==> src/hdl/scrc_map.vh <==
`ifndef SCRC_MAP_VH
`define SCRC_MAP_VH

// ----------------------------------------------------------------
// Timing
// ----------------------------------------------------------------
`define SCRC_CLK_MHZ 16'h0028
`define SCRC_PLL_LOCK_US 16'h0064
`define SCRC_PLL_LOCK_CYC (`SCRC_PLL_LOCK_US * `SCRC_CLK_MHZ)
`define SCRC_WAKE_CYC 16'h0800
`define SCRC_FOSC_KHZ 12000
`define SCRC_LCO_MIN_KHZ 156000
`define SCRC_LCO_MAX_KHZ 320000
`define SCRC_SW_GAP 2

// ----------------------------------------------------------------
// Sizes
// ----------------------------------------------------------------
`define SCRC_NPERIPH 12
`define SCRC_NEINT 9
`define SCRC_NLINE 4

// ----------------------------------------------------------------
// Register offsets
// ----------------------------------------------------------------
`define SCRC_OFS_PLL_CTRL 12'h000
`define SCRC_OFS_PLL_CFG 12'h004
`define SCRC_OFS_PLL_STAT 12'h008
`define SCRC_OFS_PWR_CTRL 12'h010
`define SCRC_OFS_PERIPH_PWR 12'h014
`define SCRC_OFS_BUS_DIV 12'h018
`define SCRC_OFS_MEM_MAP 12'h01c
`define SCRC_OFS_EINT_MODE 12'h020
`define SCRC_OFS_EINT_ROUTE 12'h024
`define SCRC_OFS_EINT_WAKE 12'h028
`define SCRC_OFS_EINT_FLAG 12'h02c
`define SCRC_OFS_RST_STAT 12'h030

// ----------------------------------------------------------------
// Fields and reset values
// ----------------------------------------------------------------
`define SCRC_PLL_EN_BIT 0
`define SCRC_PLL_CON_BIT 1
`define SCRC_PWR_IDLE_BIT 0
`define SCRC_PWR_PD_BIT 1
`define SCRC_DIV_QUARTER 2'h0
`define SCRC_DIV_FULL 2'h1
`define SCRC_DIV_HALF 2'h2
`define SCRC_PERIPH_RST 12'hfff
`define SCRC_ROUTE_RST 18'h0_0000
`define SCRC_MAP_FLASH 1'b1
`define SCRC_RESET_VECTOR 32'h0000_0000

`endif

==> src/hdl/scrc_clkgen.v <==
`timescale 1ns/1ps
`include "scrc_map.vh"

module scrc_clkgen (
    input wire pclk,
    input wire presetn,
    input wire run,
    input wire want_pll,
    input wire [1:0] div_sel,
    output reg src_pll_r,
    output reg cpu_clk_en_r,
    output reg periph_clk_en_r
);

reg [1:0] gap_cnt_r;
reg [1:0] div_cnt_r;
reg [1:0] div_cur_r;
reg [1:0] div_last;

// ----------------------------------------------------------------
// Divider terminal count for the ratio in force
// ----------------------------------------------------------------
always @* begin
    case (div_cur_r)
        `SCRC_DIV_FULL: div_last = 2'h0;
        `SCRC_DIV_HALF: div_last = 2'h1;
        default: div_last = 2'h3;
    endcase
end

// ----------------------------------------------------------------
// Source switch: gate off, flip, gate on, so no runt pulse escapes
// ----------------------------------------------------------------
always @(posedge pclk or negedge presetn) begin
    if (!presetn) begin
        src_pll_r <= 1'b0;
        gap_cnt_r <= 2'h0;
        cpu_clk_en_r <= 1'b0;
    end else begin
        if (want_pll != src_pll_r) begin
            cpu_clk_en_r <= 1'b0;
            if (gap_cnt_r == `SCRC_SW_GAP) begin
                src_pll_r <= want_pll;
                gap_cnt_r <= 2'h0;
            end else begin
                gap_cnt_r <= gap_cnt_r + 2'h1;
            end
        end else begin
            gap_cnt_r <= 2'h0;
            cpu_clk_en_r <= run;
        end
    end
end

// ----------------------------------------------------------------
// Peripheral divider; new ratio taken only at a period boundary
// ----------------------------------------------------------------
always @(posedge pclk or negedge presetn) begin
    if (!presetn) begin
        div_cnt_r <= 2'h0;
        div_cur_r <= `SCRC_DIV_QUARTER;
        periph_clk_en_r <= 1'b0;
    end else begin
        periph_clk_en_r <= 1'b0;
        if (div_cnt_r == div_last) begin
            div_cnt_r <= 2'h0;
            div_cur_r <= (div_sel == 2'h3) ? div_cur_r : div_sel;
            periph_clk_en_r <= 1'b1;
        end else begin
            div_cnt_r <= div_cnt_r + 2'h1;
        end
    end
end

endmodule

==> src/hdl/scrc_top.v <==
// Behaviour
// - Loop multiplier accepts 1 through 32.
// - Output divider is 2, 4, 8, 16.
// - Oscillator held within 156..320 MHz.
// - Reset leaves loop off and bypassed.
// - Loop locks within 100 microseconds.
// - CPU clock uses loop only when running+connected.
// - Reset pin or watchdog raises chip reset.
// - Reset held through pin, oscillator, count, flash.
// - Processor starts at address zero after reset.
// - Wake-up timer watches crystal oscillator for stability.
// - Power-down exit passes the wake-up timer.
// - Nine interrupt pins route to four lines.
// - Each interrupt pin may wake from power-down.
// - Vector region served from flash or RAM.
// - Idle halts processor clock until interrupt/reset.
// - Power-down stops oscillator, keeps all state.
// - Power-down left only by reset or interrupt.
// - Each peripheral clock individually switchable.
// - Peripheral clock full, half, quarter; quarter default.
// - Loop keeps running through idle mode.
//
// The register offsets and the APB slave port were chosen for this implementation.
`timescale 1ns/1ps
`include "scrc_map.vh"

module scrc_top #(
    parameter [15:0] WAKE_CYCLES = `SCRC_WAKE_CYC,
    parameter [15:0] LOCK_CYCLES = `SCRC_PLL_LOCK_CYC,
    parameter [31:0] FOSC_KHZ = `SCRC_FOSC_KHZ
) (
    input wire pclk,
    input wire presetn,
    input wire psel,
    input wire penable,
    input wire pwrite,
    input wire [11:0] paddr,
    input wire [31:0] pwdata,
    output reg [31:0] prdata_r,
    output reg pready_r,
    output reg pslverr_r,
    input wire ext_reset_n_pin,
    input wire wdt_reset_req,
    input wire osc_running_pin,
    input wire flash_init_done,
    input wire periph_irq_any,
    input wire [`SCRC_NEINT-1:0] eint_pin,
    output reg sys_reset_n_r,
    output reg [31:0] cpu_start_addr_r,
    output reg osc_enable_r,
    output reg pll_power_r,
    output reg [4:0] pll_mult_m1_r,
    output reg [1:0] pll_div_sel_r,
    output wire cpu_src_pll,
    output wire cpu_clk_en,
    output wire periph_clk_en,
    output reg [`SCRC_NPERIPH-1:0] periph_clk_on_r,
    output reg vector_in_flash_r,
    output reg [`SCRC_NLINE-1:0] eint_irq_r
);

localparam [6:0] ST_HOLD = 7'b000_0001;
localparam [6:0] ST_OSC = 7'b000_0010;
localparam [6:0] ST_FLASH = 7'b000_0100;
localparam [6:0] ST_RUN = 7'b000_1000;
localparam [6:0] ST_IDLE = 7'b001_0000;
localparam [6:0] ST_PD = 7'b010_0000;
localparam [6:0] ST_WAKE = 7'b100_0000;

localparam NE = `SCRC_NEINT;

// Loop cannot lock if its oscillator would leave the legal band
function lco_ok;
    input [4:0] m1;
    input [1:0] ps;
    reg [31:0] lco;
    begin
        lco = FOSC_KHZ * ({27'h0, m1} + 32'h1) * (32'h2 << ps);
        lco_ok = (lco >= `SCRC_LCO_MIN_KHZ) && (lco <= `SCRC_LCO_MAX_KHZ);
    end
endfunction

reg [6:0] state_r;
reg [6:0] state_nxt;
reg [15:0] wake_cnt_r;
reg [15:0] lock_cnt_r;
reg pll_en_r;
reg pll_con_r;
reg pll_lock_r;
reg [`SCRC_NPERIPH-1:0] periph_on_r;
reg [1:0] bus_div_r;
reg map_flash_r;
reg [NE-1:0] eint_edge_mode_r;
reg [2*NE-1:0] eint_route_r;
reg [NE-1:0] eint_wake_en_r;
reg [NE-1:0] eint_flag_r;
reg [1:0] rst_stat_r;
reg [NE-1:0] eint_meta_r;
reg [NE-1:0] eint_sync_r;
reg [NE-1:0] eint_prev_r;
reg [1:0] rst_pin_sync_r;
reg [1:0] osc_sync_r;
reg [NE-1:0] eint_active;
reg [`SCRC_NLINE-1:0] line_req;
reg [31:0] rd_data;
reg rd_hit;
integer k;

wire chip_rst = !rst_pin_sync_r[1] || wdt_reset_req;
wire osc_ok = osc_sync_r[1];
wire acc = psel && penable && pready_r;
wire wr_en = acc && pwrite;
wire soft_rst = (state_r == ST_HOLD);
wire wake_done = osc_ok && (wake_cnt_r >= WAKE_CYCLES);
wire [NE-1:0] eint_rise = eint_sync_r & ~eint_prev_r;
wire pd_wake = |(eint_sync_r & eint_wake_en_r);
wire pll_run = pll_power_r && lco_ok(pll_mult_m1_r, pll_div_sel_r);

// ----------------------------------------------------------------
// Pin synchronisers
// ----------------------------------------------------------------
always @(posedge pclk or negedge presetn) begin
    if (!presetn) begin
        rst_pin_sync_r <= 2'h3; // Pin idle level
        osc_sync_r <= 2'h0;
        eint_meta_r <= {NE{1'b0}};
        eint_sync_r <= {NE{1'b0}};
        eint_prev_r <= {NE{1'b0}};
    end else begin
        rst_pin_sync_r <= {rst_pin_sync_r[0], ext_reset_n_pin};
        osc_sync_r <= {osc_sync_r[0], osc_running_pin};
        eint_meta_r <= eint_pin;
        eint_sync_r <= eint_meta_r;
        eint_prev_r <= eint_sync_r;
    end
end

// ----------------------------------------------------------------
// Reset and power sequencer
// ----------------------------------------------------------------
always @* begin
    state_nxt = state_r;
    case (state_r)
        ST_HOLD: if (!chip_rst) state_nxt = ST_OSC;
        ST_OSC: if (wake_done) state_nxt = ST_FLASH;
        ST_FLASH: if (flash_init_done) state_nxt = ST_RUN;
        ST_RUN: begin
            if (wr_en && paddr == `SCRC_OFS_PWR_CTRL) begin
                if (pwdata[`SCRC_PWR_PD_BIT])
                    state_nxt = ST_PD;
                else if (pwdata[`SCRC_PWR_IDLE_BIT])
                    state_nxt = ST_IDLE;
            end
        end
        // Any peripheral or external request resumes execution
        ST_IDLE: if (periph_irq_any || (|line_req)) state_nxt = ST_RUN;
        ST_PD: if (pd_wake) state_nxt = ST_WAKE;
        ST_WAKE: if (wake_done) state_nxt = ST_RUN;
        default: state_nxt = ST_HOLD;
    endcase
    if (chip_rst)
        state_nxt = ST_HOLD;
end

// Wake count runs only on a running oscillator
always @(posedge pclk or negedge presetn) begin
    if (!presetn) begin
        state_r <= ST_HOLD;
        wake_cnt_r <= 16'h0000;
        sys_reset_n_r <= 1'b0;
        osc_enable_r <= 1'b1;
        cpu_start_addr_r <= `SCRC_RESET_VECTOR;
    end else begin
        state_r <= state_nxt;
        if (!osc_ok || state_r == ST_HOLD || state_r == ST_PD)
            wake_cnt_r <= 16'h0000;
        else if (wake_cnt_r < WAKE_CYCLES)
            wake_cnt_r <= wake_cnt_r + 16'h0001;
        sys_reset_n_r <= (state_nxt != ST_HOLD) && (state_nxt != ST_OSC)
            && (state_nxt != ST_FLASH);
        osc_enable_r <= (state_nxt != ST_PD);
        if (state_r == ST_FLASH)
            cpu_start_addr_r <= `SCRC_RESET_VECTOR;
    end
end

// ----------------------------------------------------------------
// Loop control and lock timer
// ----------------------------------------------------------------
always @(posedge pclk or negedge presetn) begin
    if (!presetn) begin
        lock_cnt_r <= 16'h0000;
        pll_lock_r <= 1'b0;
        pll_power_r <= 1'b0;
    end else begin
        // Stays powered through idle, dropped in power-down and in reset hold
        pll_power_r <= pll_en_r && (state_nxt != ST_PD) && !soft_rst;
        if (!pll_run || (wr_en && paddr == `SCRC_OFS_PLL_CFG)) begin
            lock_cnt_r <= 16'h0000;
            pll_lock_r <= 1'b0;
        end else if (lock_cnt_r >= LOCK_CYCLES - 16'h0001) begin
            pll_lock_r <= 1'b1;
        end else begin
            lock_cnt_r <= lock_cnt_r + 16'h0001;
        end
    end
end

// ----------------------------------------------------------------
// Software registers
// ----------------------------------------------------------------
always @(posedge pclk or negedge presetn) begin
    if (!presetn) begin
        pll_en_r <= 1'b0;
        pll_con_r <= 1'b0;
        pll_mult_m1_r <= 5'h00;
        pll_div_sel_r <= 2'h0;
        periph_on_r <= `SCRC_PERIPH_RST;
        bus_div_r <= `SCRC_DIV_QUARTER;
        map_flash_r <= `SCRC_MAP_FLASH;
        eint_edge_mode_r <= {NE{1'b0}};
        eint_route_r <= `SCRC_ROUTE_RST;
        eint_wake_en_r <= {NE{1'b0}};
    end else if (soft_rst) begin
        pll_en_r <= 1'b0;
        pll_con_r <= 1'b0;
        pll_mult_m1_r <= 5'h00;
        pll_div_sel_r <= 2'h0;
        periph_on_r <= `SCRC_PERIPH_RST;
        bus_div_r <= `SCRC_DIV_QUARTER;
        map_flash_r <= `SCRC_MAP_FLASH;
        eint_edge_mode_r <= {NE{1'b0}};
        eint_route_r <= `SCRC_ROUTE_RST;
        eint_wake_en_r <= {NE{1'b0}};
    end else if (wr_en) begin
        case (paddr)
            `SCRC_OFS_PLL_CTRL: begin
                pll_en_r <= pwdata[`SCRC_PLL_EN_BIT];
                pll_con_r <= pwdata[`SCRC_PLL_CON_BIT];
            end
            `SCRC_OFS_PLL_CFG: begin
                pll_mult_m1_r <= pwdata[4:0];
                pll_div_sel_r <= pwdata[6:5];
            end
            `SCRC_OFS_PERIPH_PWR: periph_on_r <= pwdata[`SCRC_NPERIPH-1:0];
            `SCRC_OFS_BUS_DIV: bus_div_r <= pwdata[1:0];
            `SCRC_OFS_MEM_MAP: map_flash_r <= pwdata[0];
            `SCRC_OFS_EINT_MODE: eint_edge_mode_r <= pwdata[NE-1:0];
            `SCRC_OFS_EINT_ROUTE: eint_route_r <= pwdata[2*NE-1:0];
            `SCRC_OFS_EINT_WAKE: eint_wake_en_r <= pwdata[NE-1:0];
            default: ;
        endcase
    end
end

// Sticky flags: a new event in the clearing cycle survives
always @(posedge pclk or negedge presetn) begin
    if (!presetn) begin
        eint_flag_r <= {NE{1'b0}};
        rst_stat_r <= 2'h0;
    end else begin
        if (wr_en && paddr == `SCRC_OFS_EINT_FLAG)
            eint_flag_r <= (eint_flag_r & ~pwdata[NE-1:0]) | eint_rise;
        else
            eint_flag_r <= eint_flag_r | eint_rise;
        if (wr_en && paddr == `SCRC_OFS_RST_STAT)
            rst_stat_r <= (rst_stat_r & ~pwdata[1:0])
                | {wdt_reset_req, !rst_pin_sync_r[1]};
        else
            rst_stat_r <= rst_stat_r | {wdt_reset_req, !rst_pin_sync_r[1]};
    end
end

// ----------------------------------------------------------------
// External interrupt steering
// ----------------------------------------------------------------
genvar g;
generate
    for (g = 0; g < NE; g = g + 1) begin : g_eint
        always @* begin
            eint_active[g] = eint_edge_mode_r[g] ? eint_flag_r[g] : eint_sync_r[g];
        end
    end
endgenerate

always @* begin
    line_req = {`SCRC_NLINE{1'b0}};
    for (k = 0; k < NE; k = k + 1)
        line_req[eint_route_r[2*k +: 2]] = line_req[eint_route_r[2*k +: 2]]
            | eint_active[k];
end

// Outputs that follow configuration
always @(posedge pclk or negedge presetn) begin
    if (!presetn) begin
        eint_irq_r <= {`SCRC_NLINE{1'b0}};
        periph_clk_on_r <= {`SCRC_NPERIPH{1'b0}};
        vector_in_flash_r <= `SCRC_MAP_FLASH;
    end else begin
        eint_irq_r <= line_req;
        // No peripheral clock at all in power-down; state is kept
        periph_clk_on_r <= (state_nxt == ST_PD) ? {`SCRC_NPERIPH{1'b0}}
            : periph_on_r;
        vector_in_flash_r <= map_flash_r;
    end
end

// ----------------------------------------------------------------
// Clock source selection and peripheral divider
// ----------------------------------------------------------------
scrc_clkgen u_clkgen (
    .pclk(pclk),
    .presetn(presetn),
    .run(state_r == ST_RUN),
    .want_pll(pll_con_r && pll_lock_r && pll_power_r),
    .div_sel(bus_div_r),
    .src_pll_r(cpu_src_pll),
    .cpu_clk_en_r(cpu_clk_en),
    .periph_clk_en_r(periph_clk_en)
);

// ----------------------------------------------------------------
// APB slave: one wait state, unmapped reads zero with error
// ----------------------------------------------------------------
always @* begin
    rd_data = 32'h0000_0000;
    rd_hit = 1'b1;
    case (paddr)
        `SCRC_OFS_PLL_CTRL: rd_data = {30'h0, pll_con_r, pll_en_r};
        `SCRC_OFS_PLL_CFG: rd_data = {25'h0, pll_div_sel_r, pll_mult_m1_r};
        `SCRC_OFS_PLL_STAT: rd_data = {20'h0, lco_ok(pll_mult_m1_r, pll_div_sel_r),
            pll_lock_r, pll_con_r, pll_en_r, 1'b0, pll_div_sel_r, pll_mult_m1_r};
        `SCRC_OFS_PWR_CTRL: rd_data = {30'h0, state_r == ST_PD, state_r == ST_IDLE};
        `SCRC_OFS_PERIPH_PWR: rd_data = {20'h0, periph_on_r};
        `SCRC_OFS_BUS_DIV: rd_data = {30'h0, bus_div_r};
        `SCRC_OFS_MEM_MAP: rd_data = {31'h0, map_flash_r};
        `SCRC_OFS_EINT_MODE: rd_data = {23'h0, eint_edge_mode_r};
        `SCRC_OFS_EINT_ROUTE: rd_data = {14'h0, eint_route_r};
        `SCRC_OFS_EINT_WAKE: rd_data = {23'h0, eint_wake_en_r};
        `SCRC_OFS_EINT_FLAG: rd_data = {23'h0, eint_flag_r};
        `SCRC_OFS_RST_STAT: rd_data = {30'h0, rst_stat_r};
        default: rd_hit = 1'b0;
    endcase
end

always @(posedge pclk or negedge presetn) begin
    if (!presetn) begin
        pready_r <= 1'b0;
        pslverr_r <= 1'b0;
        prdata_r <= 32'h0000_0000;
    end else begin
        pready_r <= psel && penable && !pready_r;
        if (psel && penable && !pready_r) begin
            pslverr_r <= !rd_hit;
            prdata_r <= pwrite ? 32'h0000_0000 : rd_data;
        end else begin
            pslverr_r <= 1'b0;
        end
    end
end

endmodule

==> config.mk <==
export PLATFORM = sky130hd
export DESIGN_NAME = scrc_top
export DESIGN_NICKNAME = d
export VERILOG_FILES = /design/src/hdl/scrc_clkgen.v /design/src/hdl/scrc_top.v
export VERILOG_INCLUDE_DIRS = /design/src /design/src/hdl
export SDC_FILE = /design/constraint.sdc
export NUM_CORES = 1
export LEC_CHECK = 0
export BUFFER_PORTS_ARGS = -buffer_cell sky130_fd_sc_hd__buf_2
export CAP_MARGIN = 20
export CORE_ASPECT_RATIO = 0.7
export CORE_MARGIN = 2
export CORE_UTILIZATION = 35
export CTS_BUF_LIST = sky130_fd_sc_hd__clkbuf_16
export CTS_CLUSTER_SIZE = 40
export DETAILED_ROUTE_END_ITERATION = 8
export PLACE_DENSITY = 0.53
export SYNTH_ARGS = -nofsm -noshare
export SYNTH_HDL_FRONTEND = slang
export SYNTH_SLANG_ARGS = --single-unit
==> constraint.sdc <==
create_clock -name pclk -period 10.75 [get_ports pclk]
set_input_delay 1.075 -clock pclk [delete_from_list [all_inputs] [get_ports pclk]]
set_output_delay 1.075 -clock pclk [all_outputs]
set_load 0.05 [all_outputs]
==> flow_metrics.tcl, run 1 <==
set metrics [dict create \
    cts.path.max_buffers 2 \
    finClkSkew_ns 0.0116 \
    synthAdderAreaFrac 0.181 \
    wl_per_cell_um 17.6 \
    track_usage 0.180 \
    slowest_stage "or4_1" \
    grt_pass1_vias 8945 \
    drc 0 \
    final_layout_size_suffix_gt1_frac 0.153 \
    utilization 0.391 \
    diodes 0 \
    syn-cell-area_sq_um 12600 \
    io_pins 159 \
    gp_congestion 0.885 \
    cts-root-buf "clkbuf_16" \
    cp-start-kind "flop" \
    synth-simple-area-share 0.200 \
    yosysWarnings 0 \
    vias 9789 \
    cts_sinks 191 \
    grt_max_degree 91 \
    cts-resized-gates 0 \
    worst_slew_pin_slew_ns 1.04 \
    post_cts_buffers 0 \
    crit_top_cell "ha_1" \
    endpoint_kind "flop" \
    max_stage_delay_ns 0.56 \
    place_hpwl_mm 25.6 \
    status "finished, final reports clean" \
    slew_headroom 0.303 \
    clk_pin_slew_ns 0.07 \
    cp_data_required_time_ns 11.07 \
    synth_compound_area_frac 0.110 \
    port_buffers 98 \
    synth.avg_cell_area_sq_um 9.62 \
    fin_crit_sh 0.861 \
    finalSetupViolCount 0 \
    numCtsBuffers 17 \
    ys.flop_type "dfrtp_1" \
    final_antenna_net_count 0 \
    fin_crit_ns 9.26 \
    drt_iter0_markers 833 \
    die_x_um 231 \
    synth_edf_count 0 \
    clk_latency_ns 0.45 \
    first_pass_iters 5 \
    areaGrowthSynthToFinish_pct 10.8 \
    maxCapViolCount 0 \
    viasPerCell 5.19 \
    cts_tree "built" \
    grt_pass1_wl_mm 52.3 \
    critPathKind "flop to flop" \
    timing.setup.tns_ns 0 \
    core_sq_um 35700 \
    overflow 0 \
    htreeDepth 4 \
    max-vdd-ir-drop_mv 0.116 \
    netlist-cell-type-count 83 \
    synth_top_family_by_area "simple AND/OR/NAND/NOR gates" \
    worst-path-buf-inv 2 \
    nets 1615 \
    clock.fmax_mhz 108 \
    ctsHoldBuffers 0 \
    antenna_found_initial 0 \
    yosysSeqAreaShare 0.381 \
    cp_max_fo 18 \
    drv_slew 0 \
    row_count 58 \
    power.density_nw_per_um2 108 \
    initial_core_util 0.353 \
    die_h_um 163 \
    synth_mux_area_frac 0.0203 \
    routed_wl_mm 33.2 \
    arrival_ns 9.57 \
    rsz0062_at_grt "false" \
    ys_async_sr_fraction 1.00 \
    yosys_register_bits 191 \
    die-area_sq_um 37500 \
    critPathTopFamily "adder cells" \
    synth-xor-area-share 0.0334 \
    hold_path_class "flop to flop" \
    hold_viol_final 0 \
    postSynthCellCount 1309 \
    p_leak_nw 6.66 \
]
-- layout by cell type, fill, tap and decap left out, types with 11 or more instances in the layout --
cell type  netlist  final
nand3b_1        11     11
clkbuf_16        0     17
a21oi_1         50     50
nand2_1        166    166
nand2b_1        11     11
mux2i_1         23     23
xor2_1          22     22
nor3_1          35     35
inv_1          107    107
dfrtp_1        173    173
conb_1           1     46
ha_1           121    121
nor2b_1         11     11
nor2_1         111    111
dfstp_2         18     18
buf_2            5     98
nand3_1         39     39
a22oi_1         22     22
or2_2           12     12
a22o_1          13     13
fa_1            38     38
nand4_1         12     12
xnor2_1         26     26
o21ai_0         29     29
-- state kept, by name, summed over array words and instances, names as in the netlist, 12 cells and up --
signal / count
lock_cnt_r: 16
wake_cnt_r: 16
periph_clk_on_r: 12
prdata_r: 18
eint_route_r: 18
periph_on_r: 12
-- path summary, 6_finish.rpt --
check,startpoint,endpoint,slack [ns],cells after the start
min in group asynchronous,presetn,osc_sync_r[1],0.69,1
max in group asynchronous,presetn,eint_route_r[8],8.87,2
worst min-delay path,eint_meta_r[3],eint_sync_r[3],0.35,0
worst min register to register,eint_meta_r[3],eint_sync_r[3],0.35,0
worst max-delay path,pll_mult_m1_r[1],lock_cnt_r[13],1.49,29
worst max register to register,pll_mult_m1_r[1],lock_cnt_r[13],1.49,29
-- worst register-to-register path, delay by kind of cell, from the launching register on --
family                     cells  cell delay, ns
and+or+nand+nor                7            2.14
xor gates and xnor gates       2            0.57
DFF                            1            0.53
AOI/OAI and AO/OA              6            1.26
adders and majority gates     12            4.53
buffers and inverters          2            0.09
-- cell usage after synthesis (22+ instances only) --
cell | number | area share
xor2_1 | 22 | 0.015
a22oi_1 | 22 | 0.013
mux2i_1 | 23 | 0.018
a21oi_1 | 50 | 0.020
fa_1 | 38 | 0.060
nand2_1 | 166 | 0.049
buf_4 | 46 | 0.027
xnor2_1 | 26 | 0.018
o21ai_0 | 29 | 0.012
inv_1 | 107 | 0.032
clkbuf_1 | 32 | 0.0095
nor2_1 | 111 | 0.033
nor3_1 | 35 | 0.014
dfrtp_1 | 173 | 0.34
ha_1 | 121 | 0.12
nand3_1 | 39 | 0.016
-- final cells by class --
type	count	area, sq um
sequential	191	4800
clock buffer	17	425
multi-input combinational	969	7030
tap	480	601
inverter	107	402
fill	3603	21800
timing repair buffer	107	564
clock inverter	15	125
-- power breakdown --
group,switching [W],internal (W)
combinational,0.000115,0.0000349
sequential,0.0000126,0.000737
clock,0.000307,0.000303
-- layer usage --
| metal | track usage | wire length (um) |
|---|---|---|
| met1 | 0.287 | 17400 |
| met2 | 0.237 | 13200 |
| met3 | 0.0415 | 2160 |
| met4 | 0.0431 | 461 |
| met5 | 0 | 0 |
-- stage by stage --
stage	setup slack (ns)	cell area [sq um]	total power [W]	hold slack, ns	cells
detailed placement	1.49	13400	0.000914	0.336	1854
finish	1.49	14000	0.00151	0.350	1886
CTS	1.45	14000	0.00153	0.354	1886
floorplan	1.84	12800	0.000876	0.331	1354
global placement	1.51	13400	0.000912	0.332	1853
global route	0.717	14000	0.00157	0.357	1886
-- cells by family after synthesis --
kind of cell               count (synthesis)
buffers and inverters                    194
muxes                                     25
xor gates and xnor gates                  48
other                                      1
adders and majority gates                159
DFF                                      191
AOI/OAI and AO/OA                        196
and+or+nand+nor                          495
(Power assumes the default switching activity.)
==> inputs of run 2 (changes only) <==
--- a/config.mk
+++ b/config.mk
@@ -15,6 +15,7 @@
 export CTS_CLUSTER_SIZE = 40
 export DETAILED_ROUTE_END_ITERATION = 8
 export PLACE_DENSITY = 0.53
+export RECOVER_POWER = 25
 export SYNTH_ARGS = -nofsm -noshare
 export SYNTH_HDL_FRONTEND = slang
 export SYNTH_SLANG_ARGS = --single-unit
==> run 2 against run 1 <==
The run now ends with max-capacitance violations, max-slew violations left. Via count decreased by 0.52%. Critical path depth unchanged. Final cell count unchanged. Clock skew decreased by 0.00060 ns. Hold slack about the same. Flip-flop and latch count unchanged. Register-to-register slack improved by 0.02 ns. First-iteration DRC count decreased by 3.5%. Non-clock buffer count unchanged. Combinational power about the same. Critical path type unchanged. Largest cell class unchanged. Largest power group unchanged.
==> flow_metrics.tcl, run 2 (synthesis gave the netlist of run 1 again) <==
set metrics [dict create \
    multi_input_area_sq_um 7030 \
    numCtsBuffers 17 \
    die_h_um 163 \
    p_switching_w 0.000433 \
    timing.setup.tns_ns 0 \
    diodes 0 \
    post_cts_buffers 0 \
    max-vdd-ir-drop_mv 0.114 \
    maxCapViolCount 1 \
    ctsHoldBuffers 0 \
    initial_core_util 0.353 \
    stdcell_area_sq_um 13900 \
    htreeDepth 4 \
    cts.path.max_buffers 2 \
    nets 1615 \
    finalSetupViolCount 0 \
    finClkSkew_ns 0.0110 \
    layout_commonest_cell "dfrtp_1" \
    clock.fmax_mhz 108 \
    cts_sinks 191 \
    port_buffers 98 \
    overflow 0 \
    power.density_nw_per_um2 108 \
    antenna_found_initial 0 \
    track_usage 0.180 \
    cts-root-buf "clkbuf_16" \
    clk_pin_slew_ns 0.07 \
    combPwrFrac 0.099 \
    cts-resized-gates 0 \
    rsz0062_at_grt "false" \
    fin_crit_ns 9.23 \
    gp_congestion 0.885 \
    crit_top_cell "ha_1" \
    reg2reg_depth 29 \
    arrival_ns 9.55 \
    ff_latch_area_sq_um 4800 \
    cp-start-kind "flop" \
    largest_registers "eint_route_r: 18 flops, prdata_r: 18 flops" \
    p_leak_nw 6.66 \
    min_delay_path_depth 0 \
    io_pins 159 \
    cp_data_required_time_ns 11.06 \
    vias 9738 \
    drc 0 \
    final_antenna_net_count 0 \
    final_cell_mix "dfrtp_1, nand2_1, ha_1, nor2_1, inv_1" \
    endpoint_kind "flop" \
    drv_slew 91 \
    slowest_stage "or4_1" \
    routed_wl_mm 33.1 \
    areaGrowthSynthToFinish_pct 10.7 \
    status "finished with violations" \
    nFillCells 3604 \
    pwr-share-seq 0.497 \
    row_count 58 \
    wl_per_cell_um 17.6 \
    fin_crit_sh 0.859 \
    clk_latency_ns 0.44 \
    grt_pass1_wl_mm 52.3 \
    worst_slew_pin_slew_ns 4.76 \
    switching_share 0.287 \
    layout_setup_ws_ns 1.52 \
    core_sq_um 35700 \
    final_layout_size_suffix_gt1_frac 0.151 \
    first_pass_iters 6 \
    die_x_um 231 \
    critPathKind "flop to flop" \
    max_stage_delay_ns 0.56 \
    place_hpwl_mm 25.6 \
    drt_iter0_markers 804 \
    violations "max-capacitance violations, max-slew violations" \
    p_clk_frac 0.404 \
    pre_cts_ws_ns 1.49 \
    viasPerCell 5.16 \
    slew_headroom -2.17 \
    grt_max_degree 91 \
    hold_path_class "flop to flop" \
    cp_max_fo 18 \
    placed_area_sq_um 13400 \
    intPower_w 0.00107 \
    cts_tree "built" \
    grt_pass1_vias 8945 \
    die-area_sq_um 37500 \
    hold_viol_final 0 \
]
[run 2: area by class of cell]
type	instances	area share
clock buffer	17	0.0305
clock inverter	15	0.00897
inverter	107	0.0288
multi-input combinational	969	0.504
sequential	191	0.344
tap	480	0.0431
timing repair buffer	107	0.0398
[run 2: through the flow]
stage	instances	hold slack (ns)	utilization	total power (W)
after global placement	1853	0.332	0.375	0.000912
after detailed placement	1854	0.336	0.375	0.000914
after global routing	1886	0.357	0.390	0.00157
final	1886	0.350	0.390	0.00151
after CTS	1886	0.354	0.391	0.00153
after floorplan	1354	0.331	-	0.000876
[run 2: power groups by stage]
stage | registers, W | clock network [W] | logic, W
6_report | 0.000749 | 0.000609 | 0.000150
5_1_grt | 0.000751 | 0.000656 | 0.000166
4_1_cts | 0.000749 | 0.000625 | 0.000152
3_5_place_dp | 0.000763 | 0 | 0.000151
3_3_place_gp | 0.000763 | 0 | 0.000149
2_1_floorplan | 0.000766 | 0 | 0.000110
[run 2: worst paths after layout]
kind | from | end | slack, ns
worst max-delay path | pll_mult_m1_r[1] | pll_lock_r | 1.52
worst min-delay path | eint_meta_r[3] | eint_sync_r[3] | 0.35
worst max register to register | pll_mult_m1_r[1] | pll_lock_r | 1.52
worst min register to register | eint_meta_r[3] | eint_sync_r[3] | 0.35
max in group asynchronous | presetn | eint_route_r[6] | 5.74
min in group asynchronous | presetn | state_r[1] | 2.34
[run 2: worst max-delay path, delay by kind of cell, from the launching register on]
kind | cells | cell delay (ns)
compound gates | 7 | 1.67
xor+xnor | 2 | 0.57
fa+ha+maj | 12 | 4.53
buf+inv | 2 | 0.09
flops | 1 | 0.52
simple gates | 6 | 1.69
[run 2: per-layer routing]
metal / wire (um) / track usage / vias to the layer above
li1: - / - / 4614
met1: 17400 / 0.287 / 4818
met2: 13300 / 0.237 / 283
met3: 2080 / 0.0415 / 23
met4: 390 / 0.0431 / 0
met5: 0 / 0 / -
